===== src/hdl/fep_cfg.svh =====
/*
 * constants for the erase and deep-sleep instruction handler: opcodes,
 * protection layout, reset values and timing counts.
 * assumes a 10 MHz system clock and an spi host on the pins.
 */
`ifndef FEP_CFG_SVH
`define FEP_CFG_SVH

// ----------------------------------------------------------------
// opcodes
// ----------------------------------------------------------------
`define FEP_OP_HALF_BLOCK_ERASE 8'h52
`define FEP_OP_BLOCK_ERASE_64K 8'hD8
`define FEP_OP_CHIP_ERASE_A 8'hC7
`define FEP_OP_CHIP_ERASE_B 8'h60
`define FEP_OP_DEEP_SLEEP 8'hB9
`define FEP_OP_WAKE_AND_ID 8'hAB
`define FEP_OP_WRITE_ENABLE 8'h06
`define FEP_OP_STATUS_READ 8'h05

// ----------------------------------------------------------------
// frame layout, in serial clock rising edges
// ----------------------------------------------------------------
`define FEP_OPC_BITS 6'h08
`define FEP_ADDR_END_BITS 6'h20
`define FEP_ID_START_BITS 6'h20
`define FEP_BITCNT_MAX 6'h3F

// ----------------------------------------------------------------
// address map and protection
// ----------------------------------------------------------------
`define FEP_HALF_BLOCK_LSB 15
`define FEP_BLOCK_LSB 16
`define FEP_BLOCK_IDX_W 2
`define FEP_NUM_BLOCKS 3'h4

// ----------------------------------------------------------------
// reset values and identifier
// ----------------------------------------------------------------
`define FEP_DEVICE_ID_DEF 8'h5A
`define FEP_WEL_RST 1'b0

// ----------------------------------------------------------------
// timing: times in microseconds, counts in clock cycles
// ----------------------------------------------------------------
`define FEP_CLK_MHZ 10
`define FEP_HALF_BLOCK_ERASE_TIME_US 1000
`define FEP_BLOCK_ERASE_TIME_US 2000
`define FEP_CHIP_ERASE_TIME_US 8000
`define FEP_SLEEP_ENTRY_DELAY_US 3
`define FEP_WAKE_DELAY_US 3
`define FEP_WAKE_WITH_ID_DELAY_US 2
`define FEP_HALF_BLOCK_ERASE_CYC (`FEP_HALF_BLOCK_ERASE_TIME_US * `FEP_CLK_MHZ)
`define FEP_BLOCK_ERASE_CYC (`FEP_BLOCK_ERASE_TIME_US * `FEP_CLK_MHZ)
`define FEP_CHIP_ERASE_CYC (`FEP_CHIP_ERASE_TIME_US * `FEP_CLK_MHZ)
`define FEP_SLEEP_ENTRY_CYC (`FEP_SLEEP_ENTRY_DELAY_US * `FEP_CLK_MHZ)
`define FEP_WAKE_CYC (`FEP_WAKE_DELAY_US * `FEP_CLK_MHZ)
`define FEP_WAKE_WITH_ID_CYC (`FEP_WAKE_WITH_ID_DELAY_US * `FEP_CLK_MHZ)

`endif


===== src/hdl/fep_pkg.sv =====
/*
 * types for the erase and deep-sleep instruction handler.
 * assumes nothing beyond a systemverilog compiler.
 */
package fep_pkg;

	// ----------------------------------------------------------------
	// device state, one-hot
	// ----------------------------------------------------------------
	typedef enum logic [4:0] {
		ST_STANDBY = 5'h01,
		ST_ERASE = 5'h02,
		ST_DP_WAIT = 5'h04,
		ST_SLEEP = 5'h08,
		ST_WAKE_WAIT = 5'h10
	} fep_state_e;

	typedef enum logic [1:0] {
		EK_HALF = 2'h0,
		EK_BLOCK = 2'h1,
		EK_CHIP = 2'h2
	} fep_kind_e;

	// erase request handed to the array
	typedef struct packed {
		fep_kind_e kind;
		logic [23:0] base;
	} fep_erase_s;

endpackage


===== src/hdl/fep_sync.sv =====
/*
 * two-flop synchroniser for a group of pin inputs.
 * assumes inputs asynchronous to clk_i; reset value is a parameter.
 */
module fep_sync #(
	parameter int WIDTH = 3,
	parameter logic [WIDTH-1:0] RST_VAL = '0
) (
	// clock and reset
	input wire logic clk_i,
	input wire logic rstn_i,
	// pins in, synchronised out
	input wire logic [WIDTH-1:0] d_i,
	output logic [WIDTH-1:0] q_o
);

	logic [WIDTH-1:0] meta_q;

	initial begin
		if (WIDTH < 1) begin
			$error("fep_sync width must be at least one");
		end
	end

	// ----------------------------------------------------------------
	// two stages per bit
	// ----------------------------------------------------------------
	for (genvar i = 0; i < WIDTH; i++) begin : g_bit
		always_ff @(posedge clk_i or negedge rstn_i) begin
			if (!rstn_i) begin
				meta_q[i] <= RST_VAL[i];
				q_o[i] <= RST_VAL[i];
			end else begin
				meta_q[i] <= d_i[i];
				q_o[i] <= meta_q[i];
			end
		end
	end

endmodule // fep_sync


===== src/hdl/fep_top.sv =====
/*
 * erase, deep-sleep and wake/identifier instruction handler of a serial
 * nor flash. samples the spi pins on CLK_I, decodes the frame, times the
 * self-timed cycles and shifts out status or identifier on SO_O.
 * assumes the spi clock is much slower than CLK_I and that the block-protect
 * bits and otp mode come from logic on the same clock.
 */
// Function
// (RULE1) 52h plus address erases its 32KB block
// (RULE2) D8h plus address erases its 64KB block
// (RULE3) C7h or 60h erases the whole chip
// (RULE4) erase accepted only with write enable latch set
// (RULE5) host holds select low for whole sequence
// (RULE6) addressed erase needs rise after 32 bits
// (RULE7) chip erase, sleep need rise after 8 bits
// (RULE8) select rise starts cycle; busy flag tracks it
// (RULE9) write enable latch cleared during erase cycle
// (RULE10) protected block refuses half or full erase
// (RULE11) chip erase only with all protect bits zero
// (RULE12) B9h enters deep sleep after entry delay
// (RULE13) deep sleep ignores all but wake instruction
// (RULE14) deselect when idle gives ordinary standby
// (RULE15) reset always leaves deep sleep, starts standby
// (RULE16) sleep request during busy cycle is rejected
// (RULE17) ABh alone wakes after the wake delay
// (RULE18) ABh, three dummy bytes, identifier repeats out
// (RULE19) wake from sleep with id waits second delay
// (RULE20) wake when awake returns to standby immediately
// (RULE21) ABh ignored during erase, works otherwise; code also ignores it in ST_DP_WAIT and ST_WAKE_WAIT
// (RULE22) identifier served even without prior deep sleep
// (RULE23) otp mode disables chip, block, half erases
// (RULE24) delays are tick-count parameters from select rise
`include "fep_cfg.svh"

module fep_top import fep_pkg::*; #(
	parameter int unsigned HALF_ERASE_TICKS = `FEP_HALF_BLOCK_ERASE_CYC,
	parameter int unsigned BLOCK_ERASE_TICKS = `FEP_BLOCK_ERASE_CYC,
	parameter int unsigned CHIP_ERASE_TICKS = `FEP_CHIP_ERASE_CYC,
	parameter int unsigned SLEEP_TICKS = `FEP_SLEEP_ENTRY_CYC,
	parameter int unsigned WAKE_TICKS = `FEP_WAKE_CYC,
	parameter int unsigned WAKE_ID_TICKS = `FEP_WAKE_WITH_ID_CYC,
	parameter logic [7:0] DEVICE_ID = `FEP_DEVICE_ID_DEF // arbitrary value
) (
	// clock and reset
	input wire logic CLK_I,
	input wire logic RSTN_I,
	// spi pins
	input wire logic SCK_I,
	input wire logic CSN_I,
	input wire logic SERIAL_IN_I,
	output logic SO_O,
	output logic SO_OE_O,
	// configuration from the status logic
	input wire logic [3:0] BLOCK_PROTECT_BITS_I,
	input wire logic OTP_MODE_I,
	// status and array control
	output logic WRITE_IN_PROGRESS_O,
	output logic WRITE_ENABLE_LATCH_O,
	output logic DEEP_SLEEP_O,
	output logic ERASE_GO_O,
	output fep_erase_s ERASE_REQ_O
);

	initial begin
		if (HALF_ERASE_TICKS < 1 || BLOCK_ERASE_TICKS < 1 || CHIP_ERASE_TICKS < 1 ||
			SLEEP_TICKS < 1 || WAKE_TICKS < 1 || WAKE_ID_TICKS < 1) begin
			$error("fep_top delay counts must be at least one");
		end
	end

	// ----------------------------------------------------------------
	// pin sampling and edge detection
	// ----------------------------------------------------------------
	logic sck_s, csn_s, si_s, sck_d, csn_d;
	logic sck_rise, sck_fall, cs_rise;

	fep_sync #(.WIDTH(3), .RST_VAL(3'h2)) u_sync (
		.clk_i(CLK_I),
		.rstn_i(RSTN_I),
		.d_i({SCK_I, CSN_I, SERIAL_IN_I}),
		.q_o({sck_s, csn_s, si_s})
	);

	always_ff @(posedge CLK_I or negedge RSTN_I) begin
		if (!RSTN_I) begin
			sck_d <= 1'b0;
			csn_d <= 1'b1;
		end else begin
			sck_d <= sck_s;
			csn_d <= csn_s;
		end
	end

	assign sck_rise = sck_s && !sck_d && !csn_s;
	assign sck_fall = !sck_s && sck_d && !csn_s;
	assign cs_rise = csn_s && !csn_d;

	// ----------------------------------------------------------------
	// frame shifter
	// ----------------------------------------------------------------
	logic [5:0] bitcnt_q;
	logic [31:0] sr_q;
	logic [7:0] opc_q;
	logic [23:0] addr_q;
	logic [7:0] opc_now;

	assign opc_now = {sr_q[6:0], si_s};

	always_ff @(posedge CLK_I or negedge RSTN_I) begin
		if (!RSTN_I) begin
			bitcnt_q <= 6'h00;
			sr_q <= 32'h0000_0000;
			opc_q <= 8'h00;
			addr_q <= 24'h00_0000;
		end else if (csn_s) begin
			bitcnt_q <= 6'h00;
		end else if (sck_rise) begin
			sr_q <= {sr_q[30:0], si_s};
			if (bitcnt_q != `FEP_BITCNT_MAX) begin
				bitcnt_q <= bitcnt_q + 6'h01;
			end
			if (bitcnt_q == `FEP_OPC_BITS - 6'h01) begin
				opc_q <= opc_now;
			end
			if (bitcnt_q == `FEP_ADDR_END_BITS - 6'h01) begin
				addr_q <= {sr_q[22:0], si_s};
			end
		end
	end

	// ----------------------------------------------------------------
	// frame acceptance, judged at the end of the opcode
	// ----------------------------------------------------------------
	fep_state_e state_q;
	logic frame_ok_q;
	logic busy_ok;

	always_comb begin
		busy_ok = 1'b0;
		case (state_q)
			ST_STANDBY: busy_ok = 1'b1;
			ST_SLEEP: busy_ok = (opc_now == `FEP_OP_WAKE_AND_ID); // [RULE13]
			ST_ERASE: busy_ok = (opc_now == `FEP_OP_STATUS_READ); // [RULE16] [RULE21]
			default: busy_ok = 1'b0;
		endcase
	end

	always_ff @(posedge CLK_I or negedge RSTN_I) begin
		if (!RSTN_I) begin
			frame_ok_q <= 1'b0;
		end else if (csn_s) begin
			frame_ok_q <= 1'b0;
		end else if (sck_rise && bitcnt_q == `FEP_OPC_BITS - 6'h01) begin
			frame_ok_q <= busy_ok;
		end
	end

	// ----------------------------------------------------------------
	// decode at select rise
	// ----------------------------------------------------------------
	logic is_half, is_block, is_chip, is_sleep, is_wake, is_write_enable_cmd;
	logic len_opc, len_addr, blk_prot, erase_ok, start_erase;
	logic [2:0] nprot;

	assign is_half = opc_q == `FEP_OP_HALF_BLOCK_ERASE;
	assign is_block = opc_q == `FEP_OP_BLOCK_ERASE_64K;
	assign is_chip = opc_q == `FEP_OP_CHIP_ERASE_A || opc_q == `FEP_OP_CHIP_ERASE_B;
	assign is_sleep = opc_q == `FEP_OP_DEEP_SLEEP;
	assign is_wake = opc_q == `FEP_OP_WAKE_AND_ID;
	assign is_write_enable_cmd = opc_q == `FEP_OP_WRITE_ENABLE;
	assign len_opc = bitcnt_q == `FEP_OPC_BITS; // [RULE7]
	assign len_addr = bitcnt_q == `FEP_ADDR_END_BITS; // [RULE6]

	// protect value n guards the top n 64KB blocks, four or more guards all
	assign nprot = (BLOCK_PROTECT_BITS_I >= 4'(`FEP_NUM_BLOCKS)) ? `FEP_NUM_BLOCKS : BLOCK_PROTECT_BITS_I[2:0];
	assign blk_prot = ({1'b0, addr_q[`FEP_BLOCK_LSB +: `FEP_BLOCK_IDX_W]} >= (`FEP_NUM_BLOCKS - nprot)); // [RULE10]

	assign erase_ok = (((is_half || is_block) && len_addr && !blk_prot) || // [RULE1] [RULE2] [RULE10]
		(is_chip && len_opc && BLOCK_PROTECT_BITS_I == 4'h0)) && // [RULE3] [RULE11]
		WRITE_ENABLE_LATCH_O && !OTP_MODE_I; // [RULE4] [RULE23]
	assign start_erase = cs_rise && frame_ok_q && state_q == ST_STANDBY && erase_ok; // [RULE8]

	// ----------------------------------------------------------------
	// device state and delay counter
	// ----------------------------------------------------------------
	logic [31:0] cnt_q;

	always_ff @(posedge CLK_I or negedge RSTN_I) begin
		if (!RSTN_I) begin
			state_q <= ST_STANDBY; // [RULE15]
			cnt_q <= 32'h0000_0000;
		end else begin
			case (state_q)
				ST_STANDBY: begin
					if (start_erase) begin
						state_q <= ST_ERASE;
						cnt_q <= is_chip ? CHIP_ERASE_TICKS - 1 : // [RULE24]
							is_block ? BLOCK_ERASE_TICKS - 1 : HALF_ERASE_TICKS - 1;
					end else if (cs_rise && frame_ok_q && is_sleep && len_opc) begin
						state_q <= ST_DP_WAIT; // [RULE12]
						cnt_q <= SLEEP_TICKS - 1;
					end
					// a wake frame here leaves standby as it is [RULE20] [RULE22] [RULE14]
				end
				ST_ERASE: begin
					if (cnt_q == 32'h0000_0000) begin
						state_q <= ST_STANDBY;
					end else begin
						cnt_q <= cnt_q - 32'h0000_0001;
					end
				end
				ST_DP_WAIT: begin
					if (cnt_q == 32'h0000_0000) begin
						state_q <= ST_SLEEP;
					end else begin
						cnt_q <= cnt_q - 32'h0000_0001;
					end
				end
				ST_SLEEP: begin
					if (cs_rise && frame_ok_q && is_wake) begin
						state_q <= ST_WAKE_WAIT;
						cnt_q <= len_opc ? WAKE_TICKS - 1 : WAKE_ID_TICKS - 1; // [RULE17] [RULE19]
					end
				end
				ST_WAKE_WAIT: begin
					if (cnt_q == 32'h0000_0000) begin
						state_q <= ST_STANDBY;
					end else begin
						cnt_q <= cnt_q - 32'h0000_0001;
					end
				end
				default: begin
					state_q <= ST_STANDBY;
				end
			endcase
		end
	end

	// ----------------------------------------------------------------
	// status outputs and erase request
	// ----------------------------------------------------------------
	always_ff @(posedge CLK_I or negedge RSTN_I) begin
		if (!RSTN_I) begin
			WRITE_IN_PROGRESS_O <= 1'b0;
			DEEP_SLEEP_O <= 1'b0;
		end else begin
			WRITE_IN_PROGRESS_O <= start_erase || (state_q == ST_ERASE && cnt_q != 32'h0000_0000); // [RULE8]
			DEEP_SLEEP_O <= (state_q == ST_DP_WAIT && cnt_q == 32'h0000_0000) || state_q == ST_SLEEP ||
				(state_q == ST_WAKE_WAIT && cnt_q != 32'h0000_0000); // [RULE17] [RULE19]
		end
	end

	always_ff @(posedge CLK_I or negedge RSTN_I) begin
		if (!RSTN_I) begin
			WRITE_ENABLE_LATCH_O <= `FEP_WEL_RST;
		end else if (start_erase) begin
			WRITE_ENABLE_LATCH_O <= 1'b0; // [RULE9]
		end else if (cs_rise && frame_ok_q && state_q == ST_STANDBY && is_write_enable_cmd && len_opc) begin
			WRITE_ENABLE_LATCH_O <= 1'b1;
		end
	end

	always_ff @(posedge CLK_I or negedge RSTN_I) begin
		if (!RSTN_I) begin
			ERASE_GO_O <= 1'b0;
			ERASE_REQ_O <= '{kind: EK_HALF, base: 24'h00_0000};
		end else begin
			ERASE_GO_O <= start_erase;
			if (start_erase) begin
				if (is_chip) begin
					ERASE_REQ_O <= '{kind: EK_CHIP, base: 24'h00_0000}; // [RULE3]
				end else if (is_block) begin
					ERASE_REQ_O <= '{kind: EK_BLOCK, base: {addr_q[23:`FEP_BLOCK_LSB], 16'h0000}}; // [RULE2]
				end else begin
					ERASE_REQ_O <= '{kind: EK_HALF, base: {addr_q[23:`FEP_HALF_BLOCK_LSB], 15'h0000}}; // [RULE1]
				end
			end
		end
	end

	// ----------------------------------------------------------------
	// serial output: identifier or status, rotated on falling edges
	// ----------------------------------------------------------------
	logic [7:0] out_sr_q;
	logic out_on_q;

	always_ff @(posedge CLK_I or negedge RSTN_I) begin
		if (!RSTN_I) begin
			out_sr_q <= 8'h00;
			out_on_q <= 1'b0;
			SO_O <= 1'b0;
			SO_OE_O <= 1'b0;
		end else if (csn_s) begin
			out_on_q <= 1'b0;
			SO_OE_O <= 1'b0;
		end else if (sck_rise && frame_ok_q && is_wake && bitcnt_q == `FEP_ID_START_BITS - 6'h01) begin
			out_sr_q <= DEVICE_ID; // [RULE18] [RULE22]
			out_on_q <= 1'b1;
		end else if (sck_rise && frame_ok_q && opc_q == `FEP_OP_STATUS_READ && bitcnt_q == `FEP_OPC_BITS) begin
			out_sr_q <= {6'h00, WRITE_ENABLE_LATCH_O, WRITE_IN_PROGRESS_O}; // [RULE8]
			out_on_q <= 1'b1;
		end else if (sck_fall && out_on_q) begin
			SO_O <= out_sr_q[7]; // [RULE18]
			SO_OE_O <= 1'b1;
			out_sr_q <= {out_sr_q[6:0], out_sr_q[7]};
		end
	end
endmodule // fep_top


===== config.mk =====
export PLATFORM = sky130hd
export DESIGN_NAME = fep_top
export DESIGN_NICKNAME = d
export VERILOG_FILES = /design/src/hdl/fep_pkg.sv /design/src/hdl/fep_sync.sv /design/src/hdl/fep_top.sv
export VERILOG_INCLUDE_DIRS = /design/src /design/src/hdl
export SDC_FILE = /design/constraint.sdc
export NUM_CORES = 1
export LEC_CHECK = 0
export BUFFER_PORTS_ARGS = -buffer_cell sky130_fd_sc_hd__buf_4
export CORE_ASPECT_RATIO = 0.7
export CORE_MARGIN = 2
export CORE_UTILIZATION = 45
export CTS_BUF_LIST = sky130_fd_sc_hd__clkbuf_8
export DETAILED_ROUTE_END_ITERATION = 6
export GPL_ROUTABILITY_DRIVEN = 1
export RECOVER_POWER = 50
export SYNTH_ARGS = -nofsm -noshare
export SYNTH_HDL_FRONTEND = slang
export SYNTH_SLANG_ARGS = --single-unit
export TNS_END_PERCENT = 20

===== constraint.sdc =====
create_clock -name CLK_I -period 2.55 [get_ports CLK_I]
set_clock_uncertainty 0.05 [all_clocks]
set_input_delay 0.51 -clock CLK_I [delete_from_list [all_inputs] [get_ports CLK_I]]
set_output_delay 0.51 -clock CLK_I [all_outputs]
set_load 0.01 [all_outputs]

==> impl_metrics.py <==
metrics = {
    "routing": {
        "drt_pass1_iterations": 5,
        "post_drt_wl_per_cell_um": 16.8,
        "drt_first_iter_violations": 346,
        "vias_per_cell": 5.61,
        "drc_errors": 0,
        "drtAntennaViolNets": 0,
        "vias": 4659,
        "drt-total-wl_um": 13900,
    },
    "yosys": {
        "synthFlopType": "dfrtp_1",
        "syn_inst": 585,
        "synth_edf_count": 0,
        "ys_seq_area_share_pct": 50.1,
        "ys_ff_latch": 118,
        "synthDistinctLibCells": 64,
        "synthArstFlopShare_pct": 100,
        "syn_area_um2": 5900,
        "synth.avg_cell_area_um2": 10.1,
        "yosys_warnings": 0,
    },
    "power_and_ir_drop": {
        "switching_share_pct": 25.0,
        "power.internal_uw": 3000,
        "p_clk_share_pct": 45.0,
        "pwr-share-comb_pct": 4.7,
        "peakVddDrop_mv": 0.304,
        "p_seq_share_pct": 50.3,
        "p_leak_uw": 0.00321,
        "power.density_nw_per_um2": 567,
        "power.switching_uw": 999,
    },
    "grt": {
        "grt_pass1_vias": 4558,
        "grt_pass1_wl_um": 23300,
        "antenna_found_initial": 0,
        "grt_start_max_net_pins": 119,
        "grt_remaining_overflow": 0,
        "track_usage_pct": 20.9,
    },
    "timing": {
        "setup_tns_ns": 0,
        "finalWorstPathRequiredPeriod_ns": 2.55,
        "rsz0062_at_grt": "true",
        "period_share_pct": 99.9,
        "worst_pin_slew_ns": 1.61,
        "setup_slack_ns": 0.00153,
        "fmax_mhz": 392,
        "setup_viol": 0,
        "hold_violations": 0,
        "drv_slew": 119,
        "whs_ns": 0.127,
        "relSlewSlack_pct": -7.26,
    },
    "finish": {
        "drive_above_1_share_pct": 27.4,
        "final_nets": 672,
        "n_antenna_cell": 0,
        "fin_cells": 830,
        "synthToLayoutAreaGrowth_pct": 19.6,
        "utilization_pct": 56.1,
    },
    "floorplan": {
        "die-area_um2": 14100,
        "rows": 34,
        "die_w_um": 141,
        "start_util_pct": 46.9,
        "dieHeight_um": 99.8,
        "ios": 42,
        "core_area_um2": 12600,
    },
    "cts": {
        "hold_buffers": 0,
        "cts_tree": "yes",
        "clk_path_buf_depth": 2,
        "h-tree-depth": 4,
        "clock-sinks": 118,
        "clk_pin_slew_ns": 0.08,
        "cts_root_buf": "clkbuf_8",
        "numCtsBuffers": 17,
        "insertion_delay_ns": 0.44,
    },
    "critical_path": {
        "worst_setup_path_end_kind": "flop",
        "crit_path_frequent_cell": "buf_12",
        "worstPathRequired_ns": 2.82,
        "rr_worst_depth": 7,
        "path_class": "flop to flop",
        "crit_chain": "or4_4 > or3_4 > o32ai_4 > buf_12 > o21ai_4 > buf_12 > a221o_1",
        "slowest_delay_ns": 0.55,
        "start_kind": "flop",
        "cp_num_buf_inv": 2,
        "cp_slowest_cell": "or4_4",
        "path_depth": 7,
        "crit_fanout": 10,
        "cp_top_family": "simple AND/OR/NAND/NOR gates",
        "crit_arrival_ns": 2.82,
    },
    "placed_design": {
        "dp_hpwl_um": 9370,
        "placed_cells": 795,
        "place_congestion": 0.873,
        "pre_cts_ws_ns": -0.329,
        "port_buffers": 26,
    },
    "min_path": {
        "whs_path_depth": 1,
        "hold_class": "input pin to flop",
    },
    "outcome": {
        "violations": "capacitance limit, slew limit",
        "status": "finished, violations left",
    },
    "run": {
        "cap_viol_max_count": 1,
    },
}
-- layout make-up --
type	count	area [um^2]
Inverter	14	52.6
Multi-Input combinational cell	428	2810
Fill cell	1125	5530
Clock inverter	14	176
Timing Repair Buffer	77	621
Tap cell	162	203
Clock buffer	17	234
Sequential cell	118	2960
-- synthesized netlist by cell type, types with 3 or more instances --
library cell    n  area, um^2
o21ai_0        52         260
o21a_1          4        30.0
ha_1            6        75.1
nor4_1          8        50.1
or3_1           7        43.8
buf_4          15         113
a21oi_1        23         115
mux2_2         39         439
or2_2           3        18.8
nand2_1        61         229
nor2b_1         7        43.8
o22a_1          4        35.0
clkbuf_1       21        78.8
a22o_1          3        26.3
o211ai_1        7        52.6
or4_4           3        33.8
nor2_1         46         173
a21o_1          6        45.0
nand3_1        21         105
inv_1          14        52.6
dfrtp_1       114        2850
a31oi_1         6        37.5
nand2b_1        8        50.1
nor3_1         20         100
nand4_1        12        75.1
dfstp_2         4         105
nand3b_1        4        30.0
xor2_1          4        35.0
and4_1          4        35.0
mux2i_1         5        50.1
o22ai_1         3        18.8
and2_1          4        25.0
-- metal layers --
layer	global-route usage, %	wire, um
met1	31.0	7000
met2	30.7	6130
met3	4.96	637
met4	6.46	177
met5	0	0
-- flip-flops by register name, summed over array words and instances (netlist names), 3 cells and up --
register and count:
ERASE_REQ_O 11, addr_q 9, bitcnt_q 6, cnt_q 32, opc_q 8, out_sr_q 8, sr_q 23, state_q 5
u_sync.meta_q 3, u_sync.q_o 3
-- kinds of logic (layout without fill, tap and decap cells) --
logic type | Yosys count | count (layout) | synth area share (%)
compound gates | 133 | 134 | 14.8
xor+xnor | 6 | 6 | 0.891
fa+ha+maj | 6 | 6 | 1.27
buf+inv | 54 | 122 | 4.69
flops | 118 | 118 | 50.1
mux | 44 | 44 | 8.29
other cells | 1 | 15 | 0.0636
simple gates | 223 | 223 | 19.9
-- final timing paths --
check                                                 from                    endpoint  slack (ns)
max in group asynchronous                           RSTN_I       cnt_q[22]$_DFFE_PN0P_        0.88
worst max register to register        opc_q[0]$_DFFE_PN0P_       cnt_q[31]$_DFFE_PN0P_       0.002
worst min register to register  u_sync.meta_q[0]$_DFF_PN0_     u_sync.q_o[0]$_DFF_PN0_        0.30
worst max-delay path                  opc_q[0]$_DFFE_PN0P_       cnt_q[31]$_DFFE_PN0P_       0.002
worst min-delay path                                 CSN_I  u_sync.meta_q[1]$_DFF_PN1_        0.13
min in group asynchronous                           RSTN_I        sr_q[13]$_DFFE_PN0P_        0.56
-- cells in the final DEF (no fill, tap or decap), types with 4 or more instances in the layout --
cell type   synthesis  layout
inv_1              14      14
clkbuf_4            0       5
nand2_1            61      60
o21ai_0            52      52
clkbuf_8            0      17
o211ai_1            7       7
nor3_1             20      20
mux2i_1             5       5
buf_4              15      69
a21oi_1            23      22
nand3b_1            4       4
o22a_1              4       4
nand3_1            21      20
mux2_2             39      39
conb_1              1      15
xor2_1              4       4
dfstp_2             4       4
and4_1              4       4
nand4_1            12      12
nor4_1              8       7
a31oi_1             6       5
ha_1                6       6
o21a_1              4       4
nor2b_1             7       5
a21o_1              6       6
nand2b_1            8       8
nor2_1             46      44
dfrtp_1           114     114
clkinvlp_4          0       5
or3_1               7       7
-- power groups by stage --
stage | combinational, uW | clock (uW) | sequential (uW)
finish | 187 | 1800 | 2010
global route | 211 | 1930 | 2020
CTS | 192 | 1840 | 2010
detailed placement | 190 | 0 | 2050
global placement | 188 | 0 | 2040
floorplan | 127 | 0 | 2020
-- stage by stage --
step	power, uW	cell area, um^2
3_3_place_gp	2230	6540
6_report	4000	7060
2_1_floorplan	2150	5970
5_1_grt	4160	7060
3_5_place_dp	2240	6540
4_1_cts	4040	6950
-- what timing repair did --
item	in CTS	in global routing
gates resized for setup	0	12
endpoints found under the setup margin	0	25
buffers inserted	0	2
endpoints found under the hold margin	0	0
Power figures use the tool's default switching activity.
